<file path="config.mk">
export PLATFORM = sky130hd
export DESIGN_NAME = operation_mode_controller
export DESIGN_NICKNAME = d
export VERILOG_FILES = /design/src/inc/opmode_pkg.sv /design/src/rtl/operation_mode_controller.sv
export SDC_FILE = /design/constraint.sdc
export NUM_CORES = 1
export LEC_CHECK = 0
export ABC_AREA = 0
export BUFFER_PORTS_ARGS = -buffer_cell sky130_fd_sc_hd__buf_4
export CAP_MARGIN = 5
export CELL_PAD_IN_SITES_DETAIL_PLACEMENT = 0
export CELL_PAD_IN_SITES_GLOBAL_PLACEMENT = 2
export CORE_MARGIN = 4
export CORE_UTILIZATION = 36
export CTS_BUF_LIST = sky130_fd_sc_hd__clkbuf_4 sky130_fd_sc_hd__clkbuf_8 sky130_fd_sc_hd__clkbuf_16
export CTS_CLUSTER_DIAMETER = 120
export DETAILED_ROUTE_END_ITERATION = 12
export PLACE_DENSITY_LB_ADDON = 0.2
export SYNTH_ARGS = -nofsm -noshare
export SYNTH_HDL_FRONTEND = slang
export SYNTH_SLANG_ARGS = --single-unit
</file>
<file path="constraint.sdc">
create_clock -name clk -period 2.4 [get_ports clk]
set_input_delay 0.48 -clock clk [delete_from_list [all_inputs] [get_ports clk]]
set_output_delay 0.48 -clock clk [all_outputs]
set_load 0.01 [all_outputs]
</file>
<file path="src/inc/opmode_pkg.sv">
package opmode_pkg;

  localparam logic [7:0] OFF_CTRL   = 8'h00;
  localparam logic [7:0] OFF_OUT    = 8'h04;
  localparam logic [7:0] OFF_MAP_A  = 8'h08;
  localparam logic [7:0] OFF_MAP_B  = 8'h0C;
  localparam logic [7:0] OFF_OPEN_LOAD_TEST_BITS  = 8'h10;
  localparam logic [7:0] OFF_STATUS = 8'h14;
  localparam logic [7:0] OFF_ERR    = 8'h18;

  localparam int CTRL_ACT_BIT = 0;
  localparam int CTRL_RST_BIT = 1;
  localparam int ST_MODE_LSB  = 0;
  localparam int ST_UV_BIT    = 2;
  localparam int ST_LOP_BIT   = 3;
  localparam int ST_TER_BIT   = 4;
  localparam int ST_ERR_LSB   = 8;
  localparam int ST_MON_LSB   = 16;

  localparam logic [7:0] RST_OUT   = 8'h00;
  localparam logic [7:0] RST_MAP_A = 8'h04;
  localparam logic [7:0] RST_MAP_B = 8'h08;
  localparam logic [7:0] RST_OPEN_LOAD_TEST_BITS = 8'h00;
  localparam logic [7:0] LIMP_MASK = 8'h0C;

  localparam logic [1:0] MODE_IDLE   = 2'h0;
  localparam logic [1:0] MODE_LIMP   = 2'h1;
  localparam logic [1:0] MODE_ACTIVE = 2'h2;
  localparam logic [1:0] MODE_SLEEP  = 2'h3;

  localparam logic [1:0] RESP_OKAY   = 2'h0;
  localparam logic [1:0] RESP_SLVERR = 2'h2;

  typedef struct packed {
    logic       wake;
    logic [1:0] din;
    logic       vdd_ok;
    logic       vdd_hi;
    logic       vs_uv;
    logic       vs_op;
  } pins_t;

endpackage : opmode_pkg

</file>
<file path="src/rtl/operation_mode_controller.sv">
// The implementer's own choices: the placing of the registers and register access over AXI4-Lite.
`timescale 1ns/1ps
module operation_mode_controller
  import opmode_pkg::*;
(
  input  wire logic        clk,
  input  wire logic        rstn,
  input  wire logic [7:0]  awaddr,
  input  wire logic        awvalid,
  output logic             awready,
  input  wire logic [31:0] wdata,
  input  wire logic [3:0]  wstrb,
  input  wire logic        wvalid,
  output logic             wready,
  output logic [1:0]       bresp,
  output logic             bvalid,
  input  wire logic        bready,
  input  wire logic [7:0]  araddr,
  input  wire logic        arvalid,
  output logic             arready,
  output logic [31:0]      rdata,
  output logic [1:0]       rresp,
  output logic             rvalid,
  input  wire logic        rready,
  input  wire logic        wake_pin,
  input  wire logic [1:0]  direct_input_pins,
  input  wire logic        vdd_ok,
  input  wire logic        vdd_hi,
  input  wire logic        vs_uv,
  input  wire logic        vs_op,
  input  wire logic [7:0]  err_evt,
  output logic [7:0]       channel_drive,
  output logic [1:0]       op_mode,
  output logic             power_on
);

  typedef enum logic [1:0] {SLEEP, IDLE, ACTIVE, LIMP} mode_t;

  function automatic logic is_mapped(input logic [7:0] a);
    return (a == OFF_CTRL) || (a == OFF_OUT) || (a == OFF_MAP_A) ||
           (a == OFF_MAP_B) || (a == OFF_OPEN_LOAD_TEST_BITS) || (a == OFF_STATUS) ||
           (a == OFF_ERR);
  endfunction : is_mapped

  pins_t       pin_raw;
  pins_t       pin_m_r;
  pins_t       pin_s_r;
  logic [7:0]  err_m_r;
  logic [7:0]  err_s_r;
  mode_t       state_r;
  mode_t       state_nxt;
  logic        keep_active_bit_r;
  logic        soft_rst_r;
  logic [7:0]  channel_on_bits_r;
  logic [7:0]  input_map_reg_a_r;
  logic [7:0]  input_map_reg_b_r;
  logic [7:0]  open_load_test_bits_r;
  logic [7:0]  channel_error_bits_r;
  logic        uv_flag_r;
  logic        lop_flag_r;
  logic        ter_flag_r;
  logic        ter_arm_r;
  logic [7:0]  ch_r;
  logic [7:0]  ch_nxt;
  logic [1:0]  mode_r;
  logic        pwr_r;
  logic        aw_hold_r;
  logic        w_hold_r;
  logic [7:0]  awaddr_r;
  logic [31:0] wdata_r;
  logic [3:0]  wstrb_r;
  logic        bvalid_r;
  logic [1:0]  bresp_r;
  logic        rvalid_r;
  logic [31:0] rdata_r;
  logic [1:0]  rresp_r;
  logic        any_in;
  logic        any_out;
  logic        wr_ok;
  logic        rd_ok;
  logic        reg_clr;
  logic        flag_clr;
  logic        do_wr;
  logic        wr_en;
  logic        ar_hs;
  logic        cmd_evt;
  logic        diag_rd;
  logic        limp_entry;
  logic        operative;
  logic [7:0]  in_map;
  logic [7:0]  in_def;
  logic [7:0]  err_clr;
  logic [31:0] status_word;
  logic [31:0] rd_word;

  // Two-stage synchronisers for pins and supply comparators
  assign pin_raw = '{wake: wake_pin, din: direct_input_pins, vdd_ok: vdd_ok,
                     vdd_hi: vdd_hi, vs_uv: vs_uv, vs_op: vs_op};

  always_ff @(posedge clk or negedge rstn) begin
    if (!rstn) begin
      pin_m_r <= '0;
      pin_s_r <= '0;
      err_m_r <= '0;
      err_s_r <= '0;
    end else begin
      pin_m_r <= pin_raw;
      pin_s_r <= pin_m_r;
      err_m_r <= err_evt;
      err_s_r <= err_m_r;
    end
  end

  assign any_in    = |pin_s_r.din;
  assign any_out   = |channel_on_bits_r;
  assign operative = (state_r != SLEEP);

  always_comb begin
    state_nxt = state_r;
    if (!pin_s_r.wake) begin
      state_nxt = any_in ? LIMP : SLEEP;
    end else begin
      case (state_r)
        ACTIVE: begin
          if (!pin_s_r.vdd_ok && !any_in) begin
            state_nxt = IDLE;
          end else if (!keep_active_bit_r && !any_in && !any_out) begin
            state_nxt = IDLE;
          end else begin
            state_nxt = ACTIVE;
          end
        end
        default: begin
          state_nxt = (any_in || any_out) ? ACTIVE : IDLE;
        end
      endcase
    end
  end

  always_ff @(posedge clk or negedge rstn) begin
    if (!rstn) begin
      state_r <= SLEEP;
      mode_r  <= MODE_SLEEP;
    end else begin
      state_r <= state_nxt;
      case (state_nxt)
        IDLE:    mode_r <= MODE_IDLE;
        ACTIVE:  mode_r <= MODE_ACTIVE;
        LIMP:    mode_r <= MODE_LIMP;
        default: mode_r <= MODE_SLEEP;
      endcase
    end
  end

  assign limp_entry = (state_nxt == LIMP) && (state_r != LIMP);

  always_ff @(posedge clk or negedge rstn) begin
    if (!rstn) begin
      pwr_r <= 1'b0;
    end else begin
      pwr_r <= (pin_s_r.vs_op || pin_s_r.vdd_hi) && (pin_s_r.wake || any_in);
    end
  end

  // Register access permitted per mode and logic supply
  assign wr_ok = ((state_r == IDLE) || (state_r == ACTIVE)) && pin_s_r.vdd_ok;
  assign rd_ok = wr_ok || ((state_r == LIMP) && pin_s_r.vdd_ok);
  assign reg_clr = !pin_s_r.vdd_ok || !pin_s_r.wake || soft_rst_r ||
                   (state_r == SLEEP) || (state_r == LIMP);
  assign flag_clr = (state_r == SLEEP) || !pin_s_r.vdd_ok || soft_rst_r;

  // Write channel
  assign awready = !aw_hold_r && !bvalid_r;
  assign wready  = !w_hold_r && !bvalid_r;
  assign do_wr   = aw_hold_r && w_hold_r && !bvalid_r;
  assign wr_en   = do_wr && wr_ok && is_mapped(awaddr_r) && wstrb_r[0];
  assign bvalid  = bvalid_r;
  assign bresp   = bresp_r;

  always_ff @(posedge clk or negedge rstn) begin
    if (!rstn) begin
      aw_hold_r <= 1'b0;
      w_hold_r  <= 1'b0;
      awaddr_r  <= '0;
      wdata_r   <= '0;
      wstrb_r   <= '0;
      bvalid_r  <= 1'b0;
      bresp_r   <= RESP_OKAY;
    end else begin
      if (awvalid && awready) begin
        aw_hold_r <= 1'b1;
        awaddr_r  <= awaddr;
      end
      if (wvalid && wready) begin
        w_hold_r <= 1'b1;
        wdata_r  <= wdata;
        wstrb_r  <= wstrb;
      end
      if (do_wr) begin
        aw_hold_r <= 1'b0;
        w_hold_r  <= 1'b0;
        bvalid_r  <= 1'b1;
        bresp_r   <= (rd_ok && is_mapped(awaddr_r)) ? RESP_OKAY : RESP_SLVERR;
      end else if (bvalid_r && bready) begin
        bvalid_r <= 1'b0;
      end
    end
  end

  // Read channel
  assign arready = !rvalid_r;
  assign ar_hs   = arvalid && arready;
  assign diag_rd = ar_hs && rd_ok && (araddr == OFF_STATUS);
  assign cmd_evt = ar_hs || (awvalid && awready);
  assign rvalid  = rvalid_r;
  assign rdata   = rdata_r;
  assign rresp   = rresp_r;

  always_comb begin
    status_word = '0;
    status_word[ST_MODE_LSB +: 2] = mode_r;
    status_word[ST_UV_BIT]        = uv_flag_r;
    status_word[ST_LOP_BIT]       = lop_flag_r;
    status_word[ST_TER_BIT]       = ter_flag_r;
    status_word[ST_ERR_LSB +: 8]  = channel_error_bits_r;
    status_word[ST_MON_LSB +: 8]  = ch_r;
    rd_word = '0;
    case (araddr)
      OFF_CTRL:   rd_word[CTRL_ACT_BIT] = keep_active_bit_r;
      OFF_OUT:    rd_word[7:0] = channel_on_bits_r;
      OFF_MAP_A:  rd_word[7:0] = input_map_reg_a_r;
      OFF_MAP_B:  rd_word[7:0] = input_map_reg_b_r;
      OFF_OPEN_LOAD_TEST_BITS:  rd_word[7:0] = open_load_test_bits_r;
      OFF_STATUS: rd_word = status_word;
      OFF_ERR:    rd_word[7:0] = channel_error_bits_r;
      default:    rd_word = '0;
    endcase
  end

  always_ff @(posedge clk or negedge rstn) begin
    if (!rstn) begin
      rvalid_r <= 1'b0;
      rdata_r  <= '0;
      rresp_r  <= RESP_OKAY;
    end else if (ar_hs) begin
      rvalid_r <= 1'b1;
      rdata_r  <= (rd_ok && is_mapped(araddr)) ? rd_word : '0;
      rresp_r  <= (rd_ok && is_mapped(araddr)) ? RESP_OKAY : RESP_SLVERR;
    end else if (rvalid_r && rready) begin
      rvalid_r <= 1'b0;
    end
  end

  // Programmable registers
  always_ff @(posedge clk or negedge rstn) begin
    if (!rstn) begin
      keep_active_bit_r     <= 1'b0;
      channel_on_bits_r     <= RST_OUT;
      input_map_reg_a_r     <= RST_MAP_A;
      input_map_reg_b_r     <= RST_MAP_B;
      open_load_test_bits_r <= RST_OPEN_LOAD_TEST_BITS;
    end else if (reg_clr) begin
      keep_active_bit_r     <= 1'b0;
      channel_on_bits_r     <= RST_OUT;
      input_map_reg_a_r     <= RST_MAP_A;
      input_map_reg_b_r     <= RST_MAP_B;
      open_load_test_bits_r <= RST_OPEN_LOAD_TEST_BITS;
    end else if (wr_en) begin
      case (awaddr_r)
        OFF_CTRL:  keep_active_bit_r <= wdata_r[CTRL_ACT_BIT];
        OFF_OUT:   channel_on_bits_r <= wdata_r[7:0];
        OFF_MAP_A: input_map_reg_a_r <= wdata_r[7:0];
        OFF_MAP_B: input_map_reg_b_r <= wdata_r[7:0];
        OFF_OPEN_LOAD_TEST_BITS: open_load_test_bits_r <= wdata_r[7:0];
        default:   keep_active_bit_r <= keep_active_bit_r;
      endcase
    end
  end

  always_ff @(posedge clk or negedge rstn) begin
    if (!rstn) begin
      soft_rst_r <= 1'b0;
    end else begin
      soft_rst_r <= wr_en && (awaddr_r == OFF_CTRL) && wdata_r[CTRL_RST_BIT];
    end
  end

  // Error bits: cleared only by write-one in Active, wiped in Sleep
  assign err_clr = (wr_en && (awaddr_r == OFF_ERR) && (state_r == ACTIVE)) ?
                   wdata_r[7:0] : 8'h00;

  always_ff @(posedge clk or negedge rstn) begin
    if (!rstn) begin
      channel_error_bits_r <= '0;
    end else if (state_r == SLEEP) begin
      channel_error_bits_r <= '0;
    end else begin
      channel_error_bits_r <= (channel_error_bits_r & ~err_clr) | err_s_r;
    end
  end

  // Supply flags, set wins over clear
  always_ff @(posedge clk or negedge rstn) begin
    if (!rstn) begin
      uv_flag_r <= 1'b0;
    end else if (limp_entry || (operative && pin_s_r.vs_uv)) begin
      uv_flag_r <= 1'b1;
    end else if (flag_clr || (diag_rd && pin_s_r.vs_op && !pin_s_r.vs_uv)) begin
      uv_flag_r <= 1'b0;
    end
  end

  always_ff @(posedge clk or negedge rstn) begin
    if (!rstn) begin
      lop_flag_r <= 1'b0;
    end else if (limp_entry || (operative && pin_s_r.vdd_ok && !pin_s_r.vdd_hi)) begin
      lop_flag_r <= 1'b1;
    end else if (flag_clr || (diag_rd && pin_s_r.vdd_hi)) begin
      lop_flag_r <= 1'b0;
    end
  end

  // Transmission error: armed on Limp Home entry, also bad addresses
  always_ff @(posedge clk or negedge rstn) begin
    if (!rstn) begin
      ter_arm_r <= 1'b0;
    end else if (limp_entry) begin
      ter_arm_r <= 1'b1;
    end else if (cmd_evt || state_r != LIMP) begin
      ter_arm_r <= 1'b0;
    end
  end

  always_ff @(posedge clk or negedge rstn) begin
    if (!rstn) begin
      ter_flag_r <= 1'b0;
    end else if ((ter_arm_r && cmd_evt) || (ar_hs && !is_mapped(araddr)) ||
                 (do_wr && !is_mapped(awaddr_r))) begin
      ter_flag_r <= 1'b1;
    end else if ((state_r == SLEEP) || !pin_s_r.vdd_ok || diag_rd) begin
      ter_flag_r <= 1'b0;
    end
  end

  // Channel drive follows next state, so it moves with op_mode
  assign in_map = (pin_s_r.din[0] ? input_map_reg_a_r : 8'h00) |
                  (pin_s_r.din[1] ? input_map_reg_b_r : 8'h00);
  assign in_def = (pin_s_r.din[0] ? RST_MAP_A : 8'h00) |
                  (pin_s_r.din[1] ? RST_MAP_B : 8'h00);

  always_comb begin
    case (state_nxt)
      ACTIVE: begin
        if (pin_s_r.vs_uv) begin
          ch_nxt = 8'h00;
        end else if (!pin_s_r.vdd_ok) begin
          ch_nxt = in_map;
        end else begin
          ch_nxt = channel_on_bits_r | in_map;
        end
      end
      LIMP:    ch_nxt = pin_s_r.vs_uv ? 8'h00 : (in_def & LIMP_MASK);
      default: ch_nxt = 8'h00;
    endcase
  end

  always_ff @(posedge clk or negedge rstn) begin
    if (!rstn) begin
      ch_r <= '0;
    end else begin
      ch_r <= ch_nxt;
    end
  end

  assign channel_drive = ch_r;
  assign op_mode       = mode_r;
  assign power_on      = pwr_r;

endmodule : operation_mode_controller

</file>
; ---- Word level (Yosys, flattened, before mapping)
; Cells that the tools add are included.
[totals]
latchBits = 0
mem_count = 0
regBits = 146
ram_bits = 0
elab_cells = 224
romBits = 0
in_bits = 74
[classes]
mux = 54
reduce_logical = 106
n_bitwise = 6
addsub = 0
div = 0
mul = 0
shift = 0
n_lt_le_gt_ge = 0
eq_ne = 19
[op_table]
columns = operator, n
row1 = two-way mux 8 bit, 18
row2 = "== test 8 x 5 -> 1 bit, second input constant", 6
row3 = one-hot mux 7 bit (6 select lines), 1
row4 = logical AND 1 bit, 36
row5 = "== test 8 x 4 -> 1 bit, second input constant", 4
row6 = logical OR 1 bit, 32
row7 = two-way mux 32 bit, 1
row8 = nonzero test 2 bit, 15
row9 = OR 8 bit, 3
row10 = two-way mux 1 bit, 19
row11 = "== test 8 x 3 -> 1 bit, second input constant", 2
row12 = zero test 8 bit, 2
row13 = two-way mux 16 bit, 1
row14 = two-way mux 2 bit, 8
row15 = one-hot mux 8 bit (2 select lines), 1
row16 = zero test 1 bit, 13
row17 = AND reduction 2 bit, 5
row18 = bitwise AND 8 bit, 1
row19 = "== test 2 bit, second input constant", 4
row20 = two-way mux 4 bit, 2
row21 = inverter 8 bit, 1
row22 = OR reduction 8 bit, 1
row23 = one-hot mux 1 bit (7 select lines), 1
row24 = one-hot mux 2 bit (3 select lines), 1
row25 = other kinds (6), 7

; ---- Depth between registers and ports, before layout
[logic_depth]
ltp_word = 16
ltp_mapped = 10

; ---- Least setup slack after synthesis
; OpenSTA, ideal clock, no wires.
[synth_path]
kind = input -> register
from = in araddr[1]
to = reg lop_flag_r
setup_time_ns = 0.138
t_arrival_ns = 1.805
n_path_buf = 1
setup_slack_ns = 0.457
cell_stages = 4
path_cell_list = or4b_4 > nor4_4 > buf_6 > o221ai_1
[synth_via]
elab_chain_cells = 5
[synth_lines]
columns = item, line
row1 = from (decl), operation_mode_controller.sv:18  ; input wire logic [7:0] araddr,
row2 = == test 8 x 5 -> 1 bit, operation_mode_controller.sv:213  ; assign diag_rd = ar_hs && rd_ok && (araddr == OFF_STATUS);
row3 = logical AND 1 bit, operation_mode_controller.sv:213
row4 = logical AND 1 bit, operation_mode_controller.sv:318  ; end else if (flag_clr || (diag_rd && pin_s_r.vdd_hi)) begin
row5 = logical OR 1 bit, operation_mode_controller.sv:318
row6 = nonzero test 2 bit (no line), n/a
row7 = to (signal assigned), operation_mode_controller.sv:315  ; lop_flag_r <= 1'b0;
row8 = to (signal assigned), operation_mode_controller.sv:317  ; lop_flag_r <= 1'b1;
row9 = to (signal assigned), operation_mode_controller.sv:319  ; lop_flag_r <= 1'b0;
row10 = to (decl), operation_mode_controller.sv:60  ; logic lop_flag_r;
; Every way passes these cells.
; A chain may end at the register's enable or synchronous reset.

; ---- Worst setup path after layout
[layout_path]
from = reg channel_on_bits_r[1]
to = reg ch_r[2], in the netlist channel_drive[2]
[layout_via]
elab_chain_cells = 9
elab_cells_between_ends = 12
cone_classes = eq/ne: 2 / mux: 6 / reduce/logical: 4
[layout_lines]
columns = item, line
row1 = from (decl), operation_mode_controller.sv:54  ; logic [7:0] channel_on_bits_r;
row2 = from (signal assigned), operation_mode_controller.sv:271  ; OFF_OUT: channel_on_bits_r <= wdata_r[7:0];
row3 = OR reduction 8 bit (*), operation_mode_controller.sv:115  ; assign any_out = |channel_on_bits_r;
row4 = zero test 1 bit, operation_mode_controller.sv:127  ; end else if (!keep_active_bit_r && !any_in && !any_out) begin
row5 = logical AND 1 bit, operation_mode_controller.sv:127
row6 = two-way mux 2 bit, operation_mode_controller.sv:127
row7 = two-way mux 2 bit, operation_mode_controller.sv:125  ; if (!pin_s_r.vdd_ok && !any_in) begin
row8 = two-way mux 2 bit (*), operation_mode_controller.sv:123  ; case (state_r)
row9 = two-way mux 2 bit (*), operation_mode_controller.sv:120  ; if (!pin_s_r.wake) begin
row10 = == test 2 bit, operation_mode_controller.sv:352  ; case (state_nxt)
row11 = one-hot mux 8 bit (2 select lines) (*), operation_mode_controller.sv:352
row12 = named net ch_nxt[2], operation_mode_controller.sv:64  ; logic [7:0] ch_nxt;
row13 = to (signal assigned), operation_mode_controller.sv:371  ; ch_r <= ch_nxt;
row14 = to (decl), operation_mode_controller.sv:63  ; logic [7:0] ch_r;
; Mark *: on every way through the listed nets, which the timed path passes. The rest lies on a longest branch.

==> run summary <==
Worst r2r src - channel_on_bits_r[1]
Die height - 135 um
Via count - 4024
Synthesized cell area - 5810 um2
Clock Sinks - 136
Worst reg-to-reg setup slack - 0.18 ns
Worst-Margin Slew - 0.642 ns
Setup Skew - 0.00697 ns
Pwr dens - 849 nW/um2
Gate power share - 13.0%
Nets - 649
Vias per cell - 5.04
Simple-gate share of the synthesized area - 14.0%
WS Path Type - register to register
CTS tree - built
# rows - 46
Root Driver - clkbuf_16
Asr flop ratio synth - 100%
Clock latency on the worst-skew pair - 0.42 ns
MaxCap Viol Count - 0
Crit path launch type - register
Core ar. - 15800 um2
Minimum clock period - 2.22 ns
Residual DRC - 0
DRT iter0 DRCs - 269
Ant diodes - 0
DP Worst Slack - 0.130 ns
Switch share - 25.3%
Die X - 135 um
Clock transition at path regs - 0.06 ns
Worst EP required - 2.70 ns
Initial antenna violation count - 0
Largest family of logic cells by synthesized area - simple AND/OR/NAND/NOR gates
Yosys warns - 0
Setup TNS - 0 ns
CP max-delay cell - dfrtp_1
IO Pins - 126
Post-synth EDFFs - 0
Initial core utilization - 36.7%
Total GRT Usage - 16.9%
Total gr overflow - 0
Leak - 0.00354 uW
Vias in the first global route - 4299
Hold Path Class - input port to asynchronous set/reset pin
# port buffers - 88
Adder-cell share of the synthesized area - 1.29%
Worst reg-to-reg path cell count - 9
Die area - 18200 um2
Synth Register Bits - 136
Cell Int Power - 4670 uW
Area fraction in compound gates after synthesis - 10.1%
Yosys cell types - 55
Max incr delay on CP - 0.39 ns
CTS Hold Bufs - 0
Maximum vdd drop - 485 uV
FF-to-FF End - channel_drive[2]
Post-Synthesis Cells - 470
GP Congestion - 0.823
Worst setup EP type - register
Multi-input logic area - 2210 um2
Number of flip-flops under the largest register name - 24
Most used DFF post-synth - dfrtp_1
Post-Synth XOR/XNOR Area - 0%
Final cycle utilization of the critical path - 92.3%
Largest net degree at the start of global routing - 64
Net switching power - 1590 uW
Final wirelength - 14700 um
Unrepaired setup endpoints after global routing - no
Clock power share - 42.3%
Crit path cell chain - nor4_1, buf_4, a32oi_1, nand2b_1, mux2_2, ha_1, a21o_1, a22oi_1, nor2_1
Status - complete, no violations
Slew headroom - 57.0%
Fin. max-slew vios - 0
CTS Buffer Depth - 2
Register Area - 3410 um2
DRT antenna net count - 0
Fillers - 1494
Placed wire-length estimate - 10600 um
Crit path DAT - 2.52 ns
Fraction of layout cells with a size suffix above 1 - 32.0%
# setup viols final - 0
Total CTS buffers - 17
Clock H-tree levels - 4
TritonRoute pass-1 iters - 4
First-pass GRT wire length - 23200 um
Multiplexer share of the synthesized area - 11.9%
Sequential area share after synthesis - 58.7%
Wire per inst - 18.4 um
Layout area overhead - 26.9%
Sequential share of power - 44.7%
Max FO, Critical Path - 6
PnR worst setup slack - 0.185 ns
Max Freq - 451 MHz
Final Hold Viols - 0
Synth Area per Inst - 12.4 um2
-- worst max-delay path: cells and delay by family (launching register included) --
family	cells	cell delay, ns
simple gates	3	0.56
compound gates	3	0.44
flops	1	0.39
mux	1	0.29
fa+ha+maj	1	0.25
buf+inv	1	0.18
-- per-layer routing --
layer  wire length [um]  GRT usage, %  vias to the layer above
met3                945          4.62                       17
li1                   -             -                     1888
met5                  0             0                        -
met2               7040          26.5                      118
met4                183          5.71                        0
met1               6530          22.7                     2001
-- power by group through the flow --
| stage | sequential (uW) | combinational, uW | clock [uW] |
|---|---|---|---|
| CTS | 2810 | 831 | 2720 |
| global placement | 2830 | 807 | 0 |
| finish | 2800 | 811 | 2650 |
| detailed placement | 2850 | 827 | 0 |
| floorplan | 2730 | 519 | 0 |
| global route | 2840 | 902 | 2820 |
-- cells by family (layout without fill, tap and decap cells) --
logic type / after synthesis / in the layout
buffers and inverters: 44 / 147
AOI/OAI and AO/OA: 74 / 74
muxes: 65 / 65
DFF: 136 / 136
adders and majority gates: 6 / 6
and+or+nand+nor: 144 / 144
other: 1 / 10
-- what timing repair did --
item | in CTS | in global routing
endpoints found under the setup margin | 0 | 1
buffers inserted | 0 | 0
resized for setup | 0 | 1
-- area by class of cell --
class	count	share of cell area [%]
Clock inverter	9	1.66
Multi-Input combinational cell	299	30.0
Inverter	8	0.407
Clock buffer	23	6.55
Tap cell	216	3.67
Sequential cell	136	46.2
Timing Repair Buffer	107	11.5
-- synthesized netlist by cell type (all sizes together) (2+ instances only) --
master	number	share of area, %
nor2b	5	0.54
o21ai	10	0.86
buf	19	2.3
nor3b	2	0.34
a221o	4	0.69
a32o	4	0.69
mux2	23	4.5
and4b	9	1.6
nand3	2	0.17
nor4	5	1.1
nand2	58	3.8
a21oi	6	0.52
o221ai	3	0.45
a31oi	5	0.54
dfrtp	132	57
o211ai	6	0.78
mux2i	41	7.1
a22o	18	2.9
and3	2	0.22
ha	6	1.3
nand2b	6	0.65
a22oi	2	0.26
and2	3	0.32
dfstp	4	1.8
a222oi	6	1.0
nor4b	2	0.56
a21o	5	0.67
clkbuf	17	1.1
inv	8	0.52
nand3b	11	1.4
nor2	22	1.4
nor3	10	0.86
-- layout by cell type, fill, tap and decap left out, types with 6 or more instances in the layout --
cell | netlist | final
clkbuf_16 | 0 | 17
o211ai_1 | 6 | 6
nand3b_1 | 11 | 11
inv_1 | 8 | 8
nor2_1 | 22 | 22
buf_4 | 11 | 103
nor3_1 | 10 | 10
mux2_2 | 23 | 23
nand2_1 | 56 | 56
a22o_2 | 8 | 8
o21ai_0 | 10 | 10
nand2b_1 | 6 | 6
a22o_1 | 10 | 10
a21oi_1 | 6 | 6
and4b_1 | 9 | 9
a222oi_1 | 6 | 6
mux2i_1 | 41 | 41
dfrtp_1 | 132 | 132
conb_1 | 1 | 10
ha_1 | 6 | 6
-- stage by stage --
stage | area, um2 | utilization [%] | hold slack [ns] | std cells | total power, uW
6_report | 7370 | 46.6 | 0.0550 | 798 | 6260
5_1_grt | 7370 | 46.6 | 0.110 | 798 | 6560
4_1_cts | 7360 | 46.5 | 0.0754 | 798 | 6350
3_5_place_dp | 6760 | 42.7 | 0.336 | 766 | 3670
3_3_place_gp | 6760 | 42.7 | 0.335 | 766 | 3640
2_1_floorplan | 5840 | - | 0.184 | 479 | 3250
-- how the worst max path moves through the flow --
stage	start	to	slack [ns]
after global placement	araddr[1]	rdata[18]	0.12
after detailed placement	araddr[1]	rdata[20]	0.13
after global routing	channel_on_bits_r[1]	channel_drive[2]	0.03
after CTS	channel_on_bits_r[1]	channel_drive[2]	0.19
final	channel_on_bits_r[1]	channel_drive[2]	0.18
after floorplan	araddr[1]	lop_flag_r	0.46
Power figures use the tool's default switching activity.
